## src/shared/tpm_pkg.sv

```systemverilog
// constants and types for the timer channel
// Behaviour
// - two-bit source code picks clock: 00 undivided, 01 /8, 10 /32, 11 subclock/32
// - measurement counts up; each effective edge copies count to reload, clears count to zero, keeps counting
// - measurement runs while the start flag is 1, halts when it is 0
// - every effective edge requests an interrupt except the first after start
// - overflow in measurement requests an interrupt and sets the overflow flag
// - overflow flag clears only on a mode register write while start is 1
// - count register read in measurement returns the reload register
// - measured value is undefined until the second effective edge
// - count register writes in measurement change nothing
// - modulation counts down, as one 16-bit or 8-bit with 8-bit prescaler
// - modulator reloads at each rising output edge and keeps counting
// - triggers during modulation are ignored
// - 16-bit: high n count periods, period 2^16-1 periods
// - 8-bit: high n*(m+1), period 255*(m+1); n upper byte, m lower
// - modulation output runs while start is 1, stops when cleared
// - 8-bit request at output fall; width FF or 00 at count 01
// - 16-bit request at output fall; width FFFF or 0000 at count 0001
// - zero width holds output low and loads all ones as width
// - count register read in modulation is undefined
// - count write while stopped updates reload and counter together
// - count write while running updates reload only, used at next reload
package tpm_pkg;

   // register byte offsets
   localparam logic [7:0] ADDR_MODE   = 8'h00;
   localparam logic [7:0] ADDR_COUNT  = 8'h04;
   localparam logic [7:0] ADDR_START  = 8'h08;
   localparam logic [7:0] ADDR_STATUS = 8'h0C;

   // channel_mode_register fields
   localparam int MODE_PWM   = 0;
   localparam int MODE_PWM8  = 1;
   localparam int MODE_WIDTH = 2;
   localparam int MODE_RISE  = 3;
   localparam int MODE_SRC   = 6;
   localparam logic [7:0] MODE_RST = 8'h00;

   // status fields
   localparam int STAT_OVF   = 0;
   localparam int STAT_VALID = 1;

   // count source codes
   localparam logic [1:0] SRC_F1   = 2'h0;
   localparam logic [1:0] SRC_F8   = 2'h1;
   localparam logic [1:0] SRC_F32  = 2'h2;
   localparam logic [1:0] SRC_SUBCLOCK_DIV32 = 2'h3;
   localparam logic [4:0] DIV8_END  = 5'h07;
   localparam logic [4:0] DIV32_END = 5'h1F;

   // counter figures
   localparam logic [15:0] CNT_MAX  = 16'hFFFF;
   localparam logic [15:0] PER16    = 16'hFFFE;
   localparam logic [7:0]  PER8     = 8'hFE;
   localparam logic [15:0] CNT_ONE  = 16'h0001;
   localparam logic [7:0]  BYTE_ONE = 8'h01;
   localparam logic [1:0]  EDGES_OK = 2'h2;

   // synchroniser lanes
   localparam int SYNC_W   = 2;
   localparam int LANE_PIN = 0;
   localparam int LANE_SUB = 1;

   // apb request and answer
   typedef struct packed {
      logic        psel;
      logic        penable;
      logic        pwrite;
      logic [7:0]  paddr;
      logic [31:0] pwdata;
   } tpm_apb_req_t;

   typedef struct packed {
      logic [31:0] prdata;
      logic        pready;
      logic        pslverr;
   } tpm_apb_rsp_t;

   // channel_io_pin drive
   typedef struct packed {
      logic o;
      logic oe;
   } tpm_pin_drv_t;

   // core state
   typedef struct packed {
      logic [7:0]   mode;
      logic         start;
      logic         ovf;
      logic [15:0]  reload;
      logic [15:0]  cnt;
      logic [15:0]  width;
      logic         zero_w;
      logic [1:0]   edges;
      logic         pin_prev;
      logic         irq;
      tpm_pin_drv_t pin;
      tpm_apb_rsp_t rsp;
   } tpm_core_t;

endpackage

```

## src/verilog/tpm_sync.sv

```systemverilog
// two-flop synchronisers for pin inputs
module tpm_sync (
   // clock and reset
   input  wire logic                     pclk,
   input  wire logic                     presetn,
   // raw and synchronised levels
   input  wire logic [tpm_pkg::SYNC_W-1:0] d_in,
   output logic      [tpm_pkg::SYNC_W-1:0] d_out
);

   typedef struct packed {
      logic [tpm_pkg::SYNC_W-1:0] ff1;
      logic [tpm_pkg::SYNC_W-1:0] ff2;
   } tpm_sync_t;

   tpm_sync_t s_reg;
   tpm_sync_t s_next;

   // one lane per input; first flop feeds only the second
   genvar g;
   generate
      for (g = 0; g < tpm_pkg::SYNC_W; g = g + 1) begin : lane
         always_comb begin
            s_next.ff1[g] = d_in[g];
            s_next.ff2[g] = s_reg.ff1[g];
         end
      end
   endgenerate

   always_ff @(posedge pclk or negedge presetn) begin
      if (!presetn) begin
         s_reg <= '0;
      end else begin
         s_reg <= s_next;
      end
   end

   assign d_out = s_reg.ff2;

endmodule

```

## src/verilog/tpm_presc.sv

```systemverilog
// count clock prescaler
module tpm_presc (
   // clock and reset
   input  wire logic       pclk,
   input  wire logic       presetn,
   // source select and synchronised subclock
   input  wire logic [1:0] src_sel,
   input  wire logic       sub_lvl,
   // one-cycle count tick
   output logic            tick
);

   typedef struct packed {
      logic [4:0] div;
      logic [4:0] sdiv;
      logic       sprev;
      logic       tick;
   } tpm_presc_t;

   tpm_presc_t p_reg;
   tpm_presc_t p_next;

   // pick the divided tick by source code
   always_comb begin
      p_next       = p_reg;
      p_next.div   = p_reg.div + 5'h01;
      p_next.sprev = sub_lvl;
      if (sub_lvl && !p_reg.sprev) begin
         p_next.sdiv = p_reg.sdiv + 5'h01;
      end
      if (src_sel == tpm_pkg::SRC_F1) begin
         p_next.tick = 1'b1;
      end else if (src_sel == tpm_pkg::SRC_F8) begin
         p_next.tick = (p_reg.div[2:0] == tpm_pkg::DIV8_END[2:0]);
      end else if (src_sel == tpm_pkg::SRC_F32) begin
         p_next.tick = (p_reg.div == tpm_pkg::DIV32_END);
      end else begin
         p_next.tick = sub_lvl && !p_reg.sprev && (p_reg.sdiv == tpm_pkg::DIV32_END);
      end
   end

   always_ff @(posedge pclk or negedge presetn) begin
      if (!presetn) begin
         p_reg <= '0;
      end else begin
         p_reg <= p_next;
      end
   end

   assign tick = p_reg.tick;

endmodule

```

## src/verilog/tpm_timer.sv

```systemverilog
// timer channel: pulse measurement and pulse width modulation
//
// Added by the designer: the APB slave port and the address map.
module tpm_timer (
   // clock and reset
   input  wire logic                  pclk,
   input  wire logic                  presetn,
   // apb slave
   input  wire tpm_pkg::tpm_apb_req_t apb_req,
   output tpm_pkg::tpm_apb_rsp_t      apb_rsp,
   // channel_io_pin and subclock
   input  wire logic                  channel_io_pin_in,
   output tpm_pkg::tpm_pin_drv_t      channel_io_pin,
   input  wire logic                  subclock_in,
   // interrupt request pulse
   output logic                       irq_req
);

   tpm_pkg::tpm_core_t r_reg;
   tpm_pkg::tpm_core_t r_next;

   logic [tpm_pkg::SYNC_W-1:0] raw;
   logic [tpm_pkg::SYNC_W-1:0] syn;
   logic                       tick;
   logic                       pin_s;
   logic                       meas;
   logic                       pwm8;
   logic                       rise;
   logic                       fall;
   logic                       eff;
   logic                       xfer;
   logic                       wr;
   logic                       wr_mode;
   logic                       wr_cnt;
   logic                       wr_start;

   // pin and subclock cross in through two flops
   assign raw[tpm_pkg::LANE_PIN] = channel_io_pin_in;
   assign raw[tpm_pkg::LANE_SUB] = subclock_in;

   tpm_sync u_sync (
      .pclk    (pclk),
      .presetn (presetn),
      .d_in    (raw),
      .d_out   (syn)
   );

   tpm_presc u_presc (
      .pclk    (pclk),
      .presetn (presetn),
      .src_sel (r_reg.mode[tpm_pkg::MODE_SRC +: 2]),
      .sub_lvl (syn[tpm_pkg::LANE_SUB]),
      .tick    (tick)
   );

   assign pin_s = syn[tpm_pkg::LANE_PIN];

   // mode and edge decode
   assign meas = !r_reg.mode[tpm_pkg::MODE_PWM];
   assign pwm8 = r_reg.mode[tpm_pkg::MODE_PWM8];
   assign rise = pin_s && !r_reg.pin_prev;
   assign fall = !pin_s && r_reg.pin_prev;

   // period uses one polarity, width every edge
   always_comb begin
      if (r_reg.mode[tpm_pkg::MODE_WIDTH]) begin
         eff = rise || fall;
      end else if (r_reg.mode[tpm_pkg::MODE_RISE]) begin
         eff = rise;
      end else begin
         eff = fall;
      end
   end

   // a write lands on the edge that completes the access
   assign xfer     = apb_req.psel && apb_req.penable && r_reg.rsp.pready;
   assign wr       = xfer && apb_req.pwrite;
   assign wr_mode  = wr && (apb_req.paddr == tpm_pkg::ADDR_MODE);
   assign wr_cnt   = wr && (apb_req.paddr == tpm_pkg::ADDR_COUNT);
   assign wr_start = wr && (apb_req.paddr == tpm_pkg::ADDR_START);

   // width to load; zero becomes all ones with output held low
   function automatic logic [16:0] load_w(input logic [15:0] v, input logic b8);
      logic [16:0] res;
      res = {1'b0, v};
      if (b8 && v[15:8] == 8'h00) begin
         res = {1'b1, 8'hFF, v[7:0]};
      end else if (!b8 && v == 16'h0000) begin
         res = {1'b1, tpm_pkg::CNT_MAX};
      end
      return res;
   endfunction

   // output level for a given counter position
   function automatic logic pwm_lvl(input tpm_pkg::tpm_core_t s, input logic b8);
      logic lv;
      lv = 1'b0;
      if (s.zero_w) begin
         lv = 1'b0;
      end else if (b8) begin
         lv = ((tpm_pkg::PER8 - s.cnt[15:8]) < s.width[15:8]);
      end else begin
         lv = ((tpm_pkg::PER16 - s.cnt) < s.width);
      end
      return lv;
   endfunction

   // whole channel next state
   always_comb begin
      r_next          = r_reg;
      r_next.irq      = 1'b0;
      r_next.pin_prev = pin_s;

      // software side of the registers
      if (wr_mode) begin
         r_next.mode = apb_req.pwdata[7:0];
         if (r_reg.start) begin
            r_next.ovf = 1'b0;
         end
      end
      if (wr_start) begin
         r_next.start = apb_req.pwdata[0];
         if (apb_req.pwdata[0] && !r_reg.start) begin
            r_next.cnt   = '0;
            r_next.edges = '0;
         end
      end
      // measurement mode ignores count writes
      if (wr_cnt && !meas) begin
         r_next.reload = apb_req.pwdata[15:0];
         if (!r_reg.start) begin
            {r_next.zero_w, r_next.width} = load_w(apb_req.pwdata[15:0], pwm8);
            r_next.cnt = '0;
         end
      end

      // measurement: up count, capture on edges
      if (meas && r_reg.start) begin
         if (tick) begin
            r_next.cnt = r_reg.cnt + 16'h0001;
            if (r_reg.cnt == tpm_pkg::CNT_MAX) begin
               r_next.ovf = 1'b1;
               r_next.irq = 1'b1;
            end
         end
         if (eff) begin
            r_next.reload = r_reg.cnt;
            r_next.cnt    = '0;
            if (r_reg.edges != tpm_pkg::EDGES_OK) begin
               r_next.edges = r_reg.edges + 2'h1;
            end
            if (r_reg.edges != 2'h0) begin
               r_next.irq = 1'b1;
            end
         end
      end

      // modulation: down count, pin never read here
      if (!meas && r_reg.start && tick) begin
         if (pwm8) begin
            if (r_reg.cnt[7:0] == 8'h00) begin
               r_next.cnt[7:0] = r_reg.width[7:0];
               if (r_reg.cnt[15:8] == 8'h00) begin
                  r_next.cnt[15:8] = tpm_pkg::PER8;
                  {r_next.zero_w, r_next.width} = load_w(r_reg.reload, 1'b1);
                  r_next.cnt[7:0] = r_reg.reload[7:0];
               end else begin
                  r_next.cnt[15:8] = r_reg.cnt[15:8] - 8'h01;
                  if (r_reg.cnt[15:8] == 8'h02
                      && r_reg.width[15:8] == 8'hFF) begin
                     r_next.irq = 1'b1;
                  end
               end
            end else begin
               r_next.cnt[7:0] = r_reg.cnt[7:0] - 8'h01;
            end
         end else begin
            if (r_reg.cnt == 16'h0000) begin
               r_next.cnt = tpm_pkg::PER16;
               {r_next.zero_w, r_next.width} = load_w(r_reg.reload, 1'b0);
            end else begin
               r_next.cnt = r_reg.cnt - 16'h0001;
               if (r_reg.cnt == 16'h0002 && r_reg.width == tpm_pkg::CNT_MAX) begin
                  r_next.irq = 1'b1;
               end
            end
         end
      end

      // output level and its falling-edge request
      if (!meas && r_next.start) begin
         r_next.pin.o = pwm_lvl(r_next, pwm8);
      end else begin
         r_next.pin.o = 1'b0;
      end
      if (!meas && r_reg.pin.o && !r_next.pin.o && r_next.start) begin
         r_next.irq = 1'b1;
      end
      r_next.pin.oe = !meas;

      // apb answer: one wait state, data held in a flop
      r_next.rsp.pready  = 1'b0;
      r_next.rsp.pslverr = 1'b0;
      if (apb_req.psel && apb_req.penable && !r_reg.rsp.pready) begin
         r_next.rsp.pready = 1'b1;
         r_next.rsp.prdata = '0;
         if (apb_req.paddr == tpm_pkg::ADDR_MODE) begin
            r_next.rsp.prdata[7:0] = r_reg.mode;
         end else if (apb_req.paddr == tpm_pkg::ADDR_COUNT) begin
            // modulation reads show the live counter, not meaningful
            r_next.rsp.prdata[15:0] = meas ? r_reg.reload : r_reg.cnt;
         end else if (apb_req.paddr == tpm_pkg::ADDR_START) begin
            r_next.rsp.prdata[0] = r_reg.start;
         end else if (apb_req.paddr == tpm_pkg::ADDR_STATUS) begin
            r_next.rsp.prdata[tpm_pkg::STAT_OVF]   = r_reg.ovf;
            r_next.rsp.prdata[tpm_pkg::STAT_VALID] = (r_reg.edges == tpm_pkg::EDGES_OK);
         end else begin
            r_next.rsp.pslverr = 1'b1;
         end
      end
   end

   // single state register
   always_ff @(posedge pclk or negedge presetn) begin
      if (!presetn) begin
         r_reg      <= '0;
         r_reg.mode <= tpm_pkg::MODE_RST;
      end else begin
         r_reg <= r_next;
      end
   end

   assign apb_rsp        = r_reg.rsp;
   assign channel_io_pin = r_reg.pin;
   assign irq_req        = r_reg.irq;
endmodule

```

## config.mk

```make
export PLATFORM = sky130hd
export DESIGN_NAME = tpm_timer
export DESIGN_NICKNAME = d
export VERILOG_FILES = /design/src/shared/tpm_pkg.sv /design/src/verilog/tpm_sync.sv /design/src/verilog/tpm_presc.sv /design/src/verilog/tpm_timer.sv
export SDC_FILE = /design/constraint.sdc
export NUM_CORES = 1
export LEC_CHECK = 0
export ABC_AREA = 0
export BUFFER_PORTS_ARGS = -buffer_cell sky130_fd_sc_hd__buf_2
export CAP_MARGIN = 10
export CORE_MARGIN = 2
export CORE_UTILIZATION = 55
export DETAILED_ROUTE_END_ITERATION = 7
export GPL_ROUTABILITY_DRIVEN = 0
export PLACE_DENSITY = 0.75
export SYNTH_ARGS = -nofsm -noshare
export SYNTH_HDL_FRONTEND = slang
export SYNTH_SLANG_ARGS = --single-unit
```

## constraint.sdc

```tcl
create_clock -name pclk -period 5.5 [get_ports pclk]
set_input_delay 1.1 -clock pclk [delete_from_list [all_inputs] [get_ports pclk]]
set_output_delay 1.1 -clock pclk [all_outputs]
set_load 0.02 [all_outputs]
```

## Word-level counts from Yosys, hierarchy flattened

Index checks and enable logic that the tools add are counted.

- Magnitude comparators: 2
- $add $sub $neg: 9
- Reductions and logical operators: 43
- Mux-type cells: 64
- Equality and inequality tests: 15

Operator list:

| kind | count |
|---|---|
| two-way mux 33 bit | 4 |
| two-way mux 17 bit | 6 |
| two-way mux 16 bit | 5 |
| two-way mux 49 bit | 1 |
| zero test 16 bit | 3 |
| zero test 8 bit | 5 |
| two-way mux 8 bit | 5 |
| == test 16 bit, second input constant | 2 |
| two-way mux 1 bit | 32 |
| two-way mux 32 bit | 1 |
| two-way mux 25 bit | 1 |
| logical AND 1 bit | 24 |
| adder 16 x 1 -> 16 bit, second input constant | 1 |
| == test 16 x 2 -> 1 bit, second input constant | 1 |
| == test 8 x 4 -> 1 bit, second input constant | 2 |
| < comparator 16 bit | 1 |
| two-way mux 2 bit | 8 |
| subtractor 16 x 1 -> 16 bit, second input constant | 1 |
| subtractor 16 bit, first input constant | 1 |
| subtractor 8 x 1 -> 8 bit, second input constant | 2 |
| two-way mux 14 bit | 1 |
| adder 5 x 1 -> 5 bit, second input constant | 2 |
| == test 5 bit, second input constant | 2 |
| == test 8 x 2 -> 1 bit, second input constant | 1 |
| other kinds (13) | 21 |

- Flip-flop bits (word level): 99
- Word-level logic and storage cells: 154
- Output and inout port bits: 37

## Longest topological paths before layout

Gate-level depths: netlist of the first run.

- Word-level depth: 22
- Depth in mapped cells: 22
- Gate-level depth less buffers: 20

## Cells and area by module

From an unflattened synthesis of the first run, not the netlist that was laid out.

- Cell total of the unflattened synthesis: 797
- Area total of the unflattened synthesis: 7208.2 um^2

By module, submodules not included:

| module | cells each | area an instance (um^2) | times used |
|---|---|---|---|
| tpm_timer | 758 | 6585.1 | 1 |
| tpm_presc | 35 | 523.0 | 1 |
| tpm_sync | 4 | 100.1 | 1 |

## Worst setup path after synthesis of the first run

No wires, ideal clock.

- Kind: flip-flop to flip-flop
- Start point: register r_reg[57] (netlist bit)
- End point: register r_reg (netlist bit irq_req)
- Data arrival time: 4.903 ns
- Library setup time: 0.126 ns
- Required time: 5.374 ns
- Path slack: 0.471 ns
- Path buffers: 2
- Cell stages (with the launch flop): 21
- Clock period less this slack: 5.029 ns
- Cell sequence: dfrtp_1 > clkbuf_1 > inv_1 > ha_1 > or4b_4 > buf_6 > nor4_2 > a31oi_1 > a22oi_1 > nor3b_4 > and2_1 > or2_2 > ha_1 > a21o_1 > a21o_1 > a21oi_1 > a2111oi_0 > a211o_1 > or3_1 > a2bb2oi_1 > a311o_1

RTL lines:

| what | line | source |
|---|---|---|
| start, declared | tpm_timer.sv:19 | `tpm_pkg::tpm_core_t r_reg;` |
| start signal, assigned | tpm_timer.sv:229 | `r_reg <= r_next;` |

==> results of run 1 <==
routing by layer:
metal / GRT usage / up-vias
met4: 0.158 / 0
met1: 0.390 / 3137
met5: 0 / -
li1: - / 2944
met2: 0.507 / 392
met3: 0.0572 / 99
stage by stage:
| step | power, mW | instance area [µm²] | hold WS [ns] | utilization | worst slack [ns] |
|---|---|---|---|---|---|
| final | 1.62 | 7870 | 0.363 | 0.626 | 0.253 |
| after global placement | 0.949 | 7540 | 0.335 | 0.600 | 0.111 |
| after CTS | 1.63 | 7860 | 0.369 | 0.625 | 0.275 |
| after detailed placement | 0.961 | 7540 | 0.340 | 0.600 | 0.0166 |
| after floorplan | 0.897 | 7110 | 0.331 | - | 0.471 |
| after global routing | 1.68 | 7870 | 0.374 | 0.626 | 0.0107 |
kinds of logic after synthesis:
| logic type | synth area share |
|---|---|
| AND/OR/NAND/NOR | 0.213 |
| AO/OA/AOI/OAI | 0.179 |
| buffers and inverters | 0.0864 |
| flip-flops | 0.351 |
| multiplexers | 0.0630 |
| adder cells (fa/ha/maj) | 0.0674 |
| XOR/XNOR | 0.0397 |
| other | 0.000531 |
power by group:
group | internal [mW] | switching [mW] | leakage (nW)
Clock | 0.365 | 0.308 | 0.156
Combinational | 0.0645 | 0.102 | 2.04
Sequential | 0.755 | 0.0271 | 1.19
path summary, 6_finish.rpt:
| kind | from | to |
|---|---|---|
| worst max-delay path | r_reg[57]$_DFF_PN0_ | irq_req$_DFF_PN0_ |
| worst min-delay path | u_sync.s_next[0]$_DFF_PN0_ | u_sync.d_out[0]$_DFF_PN0_ |
| worst max register to register | r_reg[57]$_DFF_PN0_ | irq_req$_DFF_PN0_ |
| worst min register to register | u_sync.s_next[0]$_DFF_PN0_ | u_sync.d_out[0]$_DFF_PN0_ |
| max in group asynchronous | presetn | r_reg[70]$_DFF_PN0_ |
| min in group asynchronous | presetn | u_presc.p_reg[7]$_DFF_PN0_ |
layout make-up:
cell class,instances,area [µm²],share of cell area
inverter,40,150,0.0191
multi-input combinational,598,4040,0.514
clock inverter,7,95.1,0.0121
sequential,99,2480,0.315
clock buffer,9,225,0.0286
timing repair buffer,105,663,0.0843
tap,172,215,0.0274
repair_timing:
item,CTS,global route
setup buffers,0,0
setup endpoints to repair,0,2
gates resized for setup,0,1
layout by cell type (no fill, tap or decap), types with 13 or more instances in the layout:
master	instances
nand2_1	63
conb_1	16
nor3_1	23
nor4_1	18
o21a_1	15
buf_4	55
dfrtp_1	99
mux2i_1	32
buf_2	50
ha_1	38
nand4_1	13
xnor2_1	21
o21ai_0	59
nand3_1	32
nor2_1	66
a21oi_1	30
inv_1	40
==> flow_metrics.py, run 1 <==
metrics = {
    "outcome": {
        "status": "finished clean",
    },
    "global_routing": {
        "grt_max_degree": 57,
        "grt_pass1_vias": 6337,
        "antenna_found_initial": 0,
        "grt_overflow_total": 0,
        "grtUsageTotal": 0.309,
        "grt_pass1_wl_mm": 32.7,
    },
    "finish": {
        "nNetsFinal": 938,
        "fillCellCount": 1067,
        "antenna_cells": 0,
        "stdcell_count": 1030,
        "layout-area-overhead-vs-synth_pct": 11.5,
        "largest_reg_flops": 60,
        "drive_above_1_share": 0.189,
    },
    "cts": {
        "postCtsHoldBufs": 0,
        "root_buffer": "clkbuf_16",
        "worstSkewPairLatency_ns": 0.36,
        "cts_max_level": 3,
        "clkTransAtPathRegs_ns": 0.07,
        "cts_tree": "done",
        "clkSinkCount": 99,
        "numCtsBuffers": 9,
        "clock_tree.buffer_depth": 2,
    },
    "synthesis": {
        "synth_area_leaders": "dfrtp_1 35%, ha_1 6.7%, mux2i_1 4.5%, o21ai_0 4.2%, buf_4 3.8%",
        "synth_common_cells": "99 x dfrtp_1, 67 x nor2_1, 63 x nand2_1, 59 x o21ai_0, 40 x inv_1",
        "yosysMostFrequentCell": "dfrtp_1",
        "syn_avg_cell_area_um2": 8.80,
        "yosys_warnings": 0,
        "yosysTopAreaCell": "dfrtp_1",
        "ys_seq_area_frac": 0.351,
        "ys_ff_latch": 99,
        "synth_top_area_share": 0.351,
        "async_flop_share": 1.00,
        "synth-edff-count": 0,
        "syn_inst": 802,
        "synth_ff_type": "dfrtp_1",
        "yosysUniqueCellTypes": 79,
        "netlist_area_um2": 7060,
    },
    "route": {
        "wl_met3_mm": 1.65,
        "drc": 0,
        "route.detailed.wl_per_inst_um": 19.8,
        "route.met2.wl_mm": 9.47,
        "initialDrtViolationCount": 711,
        "met1_length_mm": 8.06,
        "route.vias.total": 6572,
        "top_layer": "met4",
        "drt.antenna.violating_nets": 0,
        "dr.pass1.iters": 5,
        "wirelength_mm": 20.4,
        "viasPerCell": 6.38,
    },
    "floorplan": {
        "dieArea_um2": 13700,
        "start_util": 0.561,
        "rows": 41,
        "num_io_pins": 84,
        "die_w_um": 117,
        "fp.dieH_um": 117,
        "coreArea_um2": 12600,
    },
    "timing": {
        "tightestPinTransition_ns": 1.17,
        "fin_tns_setup_ns": 0,
        "layout_min_cycle_time_ns": 5.25,
        "finClkSkew_ns": 0.00738,
        "rsz0062_at_grt": "no",
        "finalSetupViolations": 0,
        "slew_headroom": 0.215,
        "fin_crit_sh": 0.954,
        "hold_viol": 0,
        "maxClockFrequency_mhz": 191,
        "final_max_slew_viol_count": 0,
    },
    "pwr": {
        "p_per_area_nw_per_um2": 206,
        "leakage_nw": 3.39,
        "vdd_drop_max_mv": 0.148,
    },
    "job": {
        "maxCapViolations": 0,
    },
    "critical_path": {
        "worstPathRequired_ns": 5.74,
        "cp.depth": 20,
        "cp_slowest_cell": "dfrtp_1",
        "crit_path_start_kind": "flip-flop",
        "r2r_cells": 20,
        "crit_chain": "inv_1, ha_1, buf_4, nor4b_1, nand2_1, a221oi_1, o221ai_1, and3_1, and2_1, or2_2, ha_1, a21o_1, a21o_1, a21oi_1, a2111oi_0, buf_4, a211o_1, or3_1, a2bb2oi_2, a311o_1",
        "crit_path_end_kind": "flip-flop",
        "crit_family": "compound AO/OA/AOI/OAI gates",
        "critPathArrivalTime_ns": 5.49,
        "cpPeakStageDelay_ns": 0.38,
        "critPathBufInv": 3,
        "cp_max_fo": 10,
        "worstSetupPathType": "flip-flop to flip-flop",
        "r2r_slack_ns": 0.25,
    },
    "place": {
        "dp_hpwl_mm": 15.4,
        "port_buffers": 51,
        "dp_cells": 1014,
    },
    "worst_hold_path": {
        "hold_depth": 0,
        "worstHoldPathType": "flip-flop to flip-flop",
    },
}
Note: power is estimated with default switching activity, not from simulation.
==> inputs of run 2 (changes only) <==
--- a/config.mk
+++ b/config.mk
@@ -15,4 +15,5 @@
 export PLACE_DENSITY = 0.75
 export SYNTH_ARGS = -nofsm -noshare
 export SYNTH_HDL_FRONTEND = slang
+export SYNTH_HIERARCHICAL = 1
 export SYNTH_SLANG_ARGS = --single-unit
==> run 2 against run 1 <==
Net effect: first-iteration DRC count grew 63%; critical path type unchanged; core utilization shrank 1.9 points; final cell count fell by 3.3%; critical endpoint unchanged; global-route usage shrank 2.8 points; critical path depth down 4; clock skew is essentially flat; clock-buffer cell count stayed put; area after synthesis is 2.2% higher; synthesized cell count decreased by 0.62%; combinational power decreased by 9.6%; flip-flop and latch count stayed put; hold slack worse by 0.012 ns.
==> flow_metrics.py, run 2 <==
metrics = {
    "synthesis": {
        "syn_avg_cell_area_um2": 9.04,
        "yosysMostFrequentCell": "dfrtp_1",
        "synth_area_leaders": "dfrtp_1 34%, ha_1 6.6%, mux2i_1 4.6%, buf_4 3.9%, nor2_1 3.6%",
        "ys_seq_area_frac": 0.344,
        "synth_top_family_by_area": "simple AND/OR/NAND/NOR gates",
        "yosys.area_share.xor_xnor": 0.0411,
        "syn_inst": 797,
        "ys_ff_latch": 99,
        "async_flop_share": 1.00,
        "yosys-mux-area-fraction": 0.0614,
        "synthAdderAreaFrac": 0.0660,
        "synth-compound-area-share": 0.178,
        "yosysTopAreaCell": "dfrtp_1",
        "netlist_area_um2": 7210,
        "synth-edff-count": 0,
        "synth_ff_type": "dfrtp_1",
        "synth_common_cells": "99 x dfrtp_1, 69 x nor2_1, 60 x nand2_1, 50 x inv_1, 47 x a21oi_1",
        "yosys.area_share.simple": 0.216,
        "yosys_warnings": 6,
        "synth_top_area_share": 0.344,
        "yosysUniqueCellTypes": 90,
    },
    "finish": {
        "antenna_cells": 0,
        "final_cell_mix": "99 x dfrtp_1, 69 x nor2_1, 60 x nand2_1",
        "mostFrequentLayoutCell": "dfrtp_1",
        "fin_area_um2": 7720,
        "stdcell_count": 996,
        "drive_above_1_share": 0.170,
        "layout-area-overhead-vs-synth_pct": 7.06,
        "fillCellCount": 1109,
        "largest_reg_flops": 60,
        "nNetsFinal": 904,
    },
    "outcome": {
        "status": "finished clean",
    },
    "pwr": {
        "power_frac_seq": 0.507,
        "power.total_mw": 1.54,
        "vdd_drop_max_mv": 0.143,
        "switching_share": 0.267,
        "power.switching_uw": 413,
        "p_per_area_nw_per_um2": 200,
        "leakage_nw": 3.24,
        "pwr-share-comb": 0.097,
        "internal-power_mw": 1.13,
        "pwr-share-clk": 0.396,
    },
    "timing": {
        "slew_headroom": 0.298,
        "hold_viol": 0,
        "finClkSkew_ns": 0.00711,
        "maxClockFrequency_mhz": 195,
        "finalSetupViolations": 0,
        "layout_min_cycle_time_ns": 5.12,
        "rsz0062_at_grt": "no",
        "fin_crit_sh": 0.932,
        "final_max_slew_viol_count": 0,
        "tightestPinTransition_ns": 1.05,
        "fin_tns_setup_ns": 0,
        "whs_ns": 0.351,
    },
    "global_routing": {
        "antenna_found_initial": 0,
        "grt_max_degree": 71,
        "grt_overflow_total": 0,
        "use_met2": 0.445,
        "grt_util_met3": 0.0483,
        "grtUsageTotal": 0.281,
        "use_met1": 0.387,
        "top_usage_layer": "met2",
        "grt_pass1_vias": 5975,
        "grt_pass1_wl_mm": 31.4,
    },
    "cts": {
        "cts_max_level": 3,
        "clkSinkCount": 99,
        "post_cts_buffers": 0,
        "root_buffer": "clkbuf_16",
        "cts_tree": "done",
        "postCtsHoldBufs": 0,
        "cts_resized": 0,
        "clock_tree.buffer_depth": 2,
        "numCtsBuffers": 9,
        "worstSkewPairLatency_ns": 0.36,
        "clkTransAtPathRegs_ns": 0.07,
    },
    "floorplan": {
        "start_util": 0.567,
        "dieArea_um2": 14000,
        "num_io_pins": 84,
        "coreArea_um2": 12700,
        "fp.dieH_um": 118,
        "rows": 41,
        "die_w_um": 118,
    },
    "critical_path": {
        "startpoint": "r_reg[65]$_DFF_PN0_",
        "critPathArrivalTime_ns": 5.37,
        "cp_max_fo": 8,
        "crit_path_end_kind": "flip-flop",
        "worstPathRequired_ns": 5.74,
        "crit_path_start_kind": "flip-flop",
        "worstSetupPathType": "flip-flop to flip-flop",
        "r2r-start": "r_reg[65]$_DFF_PN0_",
    },
    "route": {
        "drc": 0,
        "route.vias.total": 6197,
        "viasPerCell": 6.22,
        "dr.pass1.iters": 5,
        "drt.antenna.violating_nets": 0,
        "route.detailed.wl_per_inst_um": 19.2,
        "wirelength_mm": 19.1,
        "initialDrtViolationCount": 1157,
    },
    "place": {
        "dp_cells": 980,
        "dp_hpwl_mm": 14.4,
        "port_buffers": 51,
        "placedInstanceArea_um2": 7430,
    },
    "job": {
        "maxCapViolations": 0,
    },
    "worst_hold_path": {
        "hold_start": "u_sync/s_next[1]$_DFF_PN0_",
        "worstHoldPathType": "flip-flop to flip-flop",
    },
}
[run 2: changes by cell type after synthesis, moves of 9 or more]
cell      delta
o21ai_0     -25
a21oi_1     +17
clkbuf_1    -13
inv_1       +10
o22a_1      +10
nor3_1       -9
[run 2: layout make-up]
type	count	area, µm²	area share
Tap cell	172	215	0.0279
Timing Repair Buffer	74	430	0.0558
Sequential cell	99	2480	0.321
Multi-Input combinational cell	584	4120	0.534
Clock buffer	9	225	0.0292
Inverter	51	191	0.0248
Clock inverter	7	60.1	0.00778
[run 2: through the flow]
step                       util  setup WS (ns)
after floorplan               -          0.825
after global placement    0.584          0.387
after detailed placement  0.584          0.286
after CTS                 0.607          0.537
after global routing      0.607          0.107
final                     0.607          0.375
[run 2: kinds of logic (layout without fill, tap and decap cells)]
kind of cell / after synthesis / after routing
compound gates: 185 / 185
fa+ha+maj: 38 / 38
simple gates: 271 / 271
buf+inv: 129 / 141
xor+xnor: 33 / 33
mux: 41 / 41
flops: 99 / 99
other cells: 1 / 16
[run 2: critical path, cell delays in order, from the launching register on]
cell	delay, ns
dfrtp_1	0.38
inv_1	0.16
ha_1	0.23
nor3b_2	0.49
nand2_1	0.34
a211oi_1	0.31
a21oi_1	0.06
o22ai_1	0.57
nor3b_2	0.55
nand4_2	0.17
xor2_1	0.17
ha_1	0.31
nand4_1	0.18
a211oi_1	0.10
a211oi_1	0.47
nand3_1	0.20
o31a_1	0.31
[run 2: power groups by stage]
stage               sequential (mW)  clock, mW  combinational (mW)
floorplan                     0.787          0               0.110
global placement              0.793          0               0.142
detailed placement            0.795          0               0.150
CTS                           0.782      0.623               0.150
global route                  0.786      0.653               0.167
finish                        0.782      0.612               0.150
[run 2: layer usage]
metal | routed length, µm | share of wire
met1 | 8040 | 0.42
met2 | 9000 | 0.47
met3 | 1540 | 0.080
met5 | 0 | 0
met4 | 517 | 0.027
[run 2: worst paths after layout]
path	endpoint	slack, ns	depth (start not counted)
worst max-delay path	irq_req$_DFF_PN0_	0.38	16
worst min-delay path	u_sync/d_out[1]$_DFF_PN0_	0.35	0
worst max register to register	irq_req$_DFF_PN0_	0.38	16
worst min register to register	u_sync/d_out[1]$_DFF_PN0_	0.35	0
max in group asynchronous	apb_rsp[17]$_DFFE_PN0P_	3.71	2
min in group asynchronous	r_reg[63]$_DFF_PN0_	0.87	1
==> inputs of run 3 (changes only) <==
--- a/config.mk
+++ b/config.mk
@@ -5,7 +5,7 @@
 export SDC_FILE = /design/constraint.sdc
 export NUM_CORES = 1
 export LEC_CHECK = 0
-export ABC_AREA = 0
+export ABC_AREA = 1
 export BUFFER_PORTS_ARGS = -buffer_cell sky130_fd_sc_hd__buf_2
 export CAP_MARGIN = 10
 export CORE_MARGIN = 2
==> run 3 against run 2 <==
Net effect: the run now ends with design-rule violations left; core utilization is 1.3 points lower; global-route usage is 0.44 points higher; critical path depth is 10 higher; final area is 0.65% higher; sequential share of layout area is 0.21 points lower; total power is 22% higher; clock skew is 0.00072 ns higher; non-clock buffer count is 17 lower; highest routed layer unchanged.
==> flow_metrics.py, run 3 <==
metrics = {
    "timing": {
        "tightestPinTransition_ns": 0.729,
        "rsz0062_at_grt": "no",
        "whs_ns": 0.353,
        "hold_viol": 0,
        "slew_headroom": 0.514,
        "finalSetupViolations": 0,
        "layout_min_cycle_time_ns": 4.35,
        "finClkSkew_ns": 0.00784,
        "fin_ws_ns": 1.15,
        "fin_tns_setup_ns": 0,
        "maxClockFrequency_mhz": 230,
        "fin_crit_sh": 0.791,
        "final_max_slew_viol_count": 0,
    },
    "synthesis": {
        "ys_seq_area_frac": 0.340,
        "yosysTopAreaCell": "dfrtp_1",
        "synth-edff-count": 0,
        "synth_ff_type": "dfrtp_1",
        "ys_ff_latch": 99,
        "synth_common_cells": "186 x nand2_1, 109 x inv_1, 99 x dfrtp_1, 90 x o21ai_0, 81 x nor2_1",
        "syn_inst": 965,
        "async_flop_share": 1.00,
        "yosys_warnings": 6,
        "synth_area_leaders": "dfrtp_1 34%, nand2_1 9.6%, ha_1 6.5%, o21ai_0 6.2%, inv_1 5.6%",
        "netlist_area_um2": 7280,
        "yosysMostFrequentCell": "nand2_1",
        "synth_top_area_share": 0.340,
        "syn_avg_cell_area_um2": 7.54,
        "yosysUniqueCellTypes": 60,
    },
    "critical_path": {
        "worstSetupPathType": "input port to flip-flop",
        "r2r_cells": 25,
        "r2r-start": "r_reg[65]$_DFF_PN0_",
        "worstPathRequired_ns": 5.74,
        "cp_max_fo": 7,
        "r2r_end": "irq_req$_DFF_PN0_",
        "cp-endpoint": "irq_req$_DFF_PN0_",
        "r2r_slack_ns": 1.29,
        "critPathArrivalTime_ns": 4.59,
        "crit_path_start_kind": "input port",
        "crit_path_end_kind": "flip-flop",
        "startpoint": "apb_req[39]",
    },
    "route": {
        "route.vias.total": 6570,
        "wirelength_mm": 19.1,
        "viasPerCell": 5.63,
        "met1_length_mm": 8.34,
        "drt.antenna.violating_nets": 0,
        "route.met2.wl_mm": 8.51,
        "dr.pass1.iters": 8,
        "drc": 2,
        "wl_met3_mm": 1.67,
        "route.detailed.wl_per_inst_um": 16.4,
        "top_layer": "met4",
        "initialDrtViolationCount": 672,
    },
    "pwr": {
        "vdd_drop_max_mv": 0.168,
        "power.total_mw": 1.88,
        "p_per_area_nw_per_um2": 242,
        "leakage_nw": 3.92,
    },
    "floorplan": {
        "die_w_um": 119,
        "coreArea_um2": 13100,
        "num_io_pins": 84,
        "start_util": 0.556,
        "dieArea_um2": 14200,
        "rows": 42,
        "fp.dieH_um": 119,
    },
    "finish": {
        "largest_reg_flops": 60,
        "layout-area-overhead-vs-synth_pct": 6.76,
        "fin_area_um2": 7770,
        "antenna_cells": 0,
        "nNetsFinal": 1072,
        "mostFrequentLayoutCell": "nand2_1",
        "final_cell_mix": "186 x nand2_1, 109 x inv_1, 99 x dfrtp_1",
        "utilization": 0.594,
        "drive_above_1_share": 0.155,
        "stdcell_count": 1168,
    },
    "global_routing": {
        "antenna_found_initial": 0,
        "grt_max_degree": 58,
        "grt_overflow_total": 0,
        "grt_pass1_wl_mm": 31.9,
        "grt_pass1_vias": 6279,
        "grtUsageTotal": 0.285,
    },
    "cts": {
        "postCtsHoldBufs": 0,
        "clkTransAtPathRegs_ns": 0.07,
        "cts_max_level": 3,
        "numCtsBuffers": 9,
        "clkSinkCount": 99,
        "post_cts_buffers": 0,
        "clock_tree.buffer_depth": 2,
        "cts_tree": "done",
        "worstSkewPairLatency_ns": 0.36,
        "cts_resized": 0,
        "root_buffer": "clkbuf_16",
    },
    "worst_hold_path": {
        "worstHoldPathType": "flip-flop to flip-flop",
        "hold_start": "u_sync/s_next[1]$_DFF_PN0_",
    },
    "place": {
        "placedInstanceArea_um2": 7470,
        "dp_cells": 1152,
        "port_buffers": 51,
        "pre_cts_slack_ns": 0.867,
        "dp_hpwl_mm": 14.8,
    },
    "outcome": {
        "violations": "design-rule violations",
        "status": "finished, violations left",
    },
    "job": {
        "maxCapViolations": 0,
    },
}
-- run 3: cell types whose count changed after synthesis, sizes merged, moves of 18 or more --
cell / change
mux2i: -31
o21ai: +62
nand2: +146
nor2: +26
inv: +77
xnor2: -18
nand3: +32
-- run 3: final cells by class --
| cell class | count | area [µm²] |
|---|---|---|
| fill | 1210 | 5320 |
| clock inverter | 6 | 71.3 |
| sequential | 99 | 2480 |
| clock buffer | 10 | 229 |
| inverter | 133 | 507 |
| tap | 176 | 220 |
| multi-input combinational | 687 | 3960 |
| timing repair buffer | 57 | 303 |
-- run 3: how the worst min path moves through the flow --
| stage | cells past startpoint | end |
|---|---|---|
| 6_report | 0 | u_sync/d_out[1]$_DFF_PN0_ |
| 3_5_place_dp | 0 | u_sync/d_out[1]$_DFF_PN0_ |
| 5_1_grt | 0 | u_sync/d_out[1]$_DFF_PN0_ |
| 2_1_floorplan | 0 | u_sync/d_out[0]$_DFF_PN0_ |
| 3_3_place_gp | 0 | u_sync/d_out[1]$_DFF_PN0_ |
| 4_1_cts | 0 | u_sync/d_out[1]$_DFF_PN0_ |
-- run 3: cell families (layout without fill, tap and decap cells) --
family / count (synthesis) / in the layout / synth area share
adders and majority gates: 38 / 38 / 0.0653
and+or+nand+nor: 403 / 403 / 0.266
xor gates and xnor gates: 26 / 26 / 0.0313
AOI/OAI and AO/OA: 202 / 202 / 0.170
DFF: 99 / 99 / 0.340
other: 1 / 16 / 0.000515
muxes: 2 / 2 / 0.00275
buffers and inverters: 194 / 206 / 0.123
-- run 3: worst max-delay path, stage by stage --
cell,delay (ns)
buf_2,0.09
nor2_1,0.14
nand3_1,0.18
nor2_1,0.30
nand4_2,0.24
nand2_2,0.23
nor2_8,0.07
nand3_1,0.10
nand2_1,0.13
ha_1,0.22
inv_1,0.12
nor2_4,0.07
nand4_2,0.11
nand2_2,0.11
nand2_1,0.08
xor2_1,0.17
ha_1,0.25
nand2_1,0.08
nor2_1,0.05
a211oi_1,0.18
o221a_2,0.21
nand2_1,0.07
nand2_1,0.06
nand3_1,0.09
nand2_1,0.08
nand2_1,0.05
-- run 3: report_power, final --
group / switching (mW) / leakage [nW] / internal (mW)
logic: 0.264 / 2.58 / 0.149
registers: 0.0520 / 1.21 / 0.768
clock network: 0.291 / 0.140 / 0.358
-- run 3: per-layer routing --
| layer | GRT usage | vias to the layer above |
|---|---|---|
| met2 | 0.430 | 313 |
| met3 | 0.0546 | 44 |
| met4 | 0.127 | 0 |
| met5 | 0 | - |
| li1 | - | 3180 |
| met1 | 0.399 | 3033 |
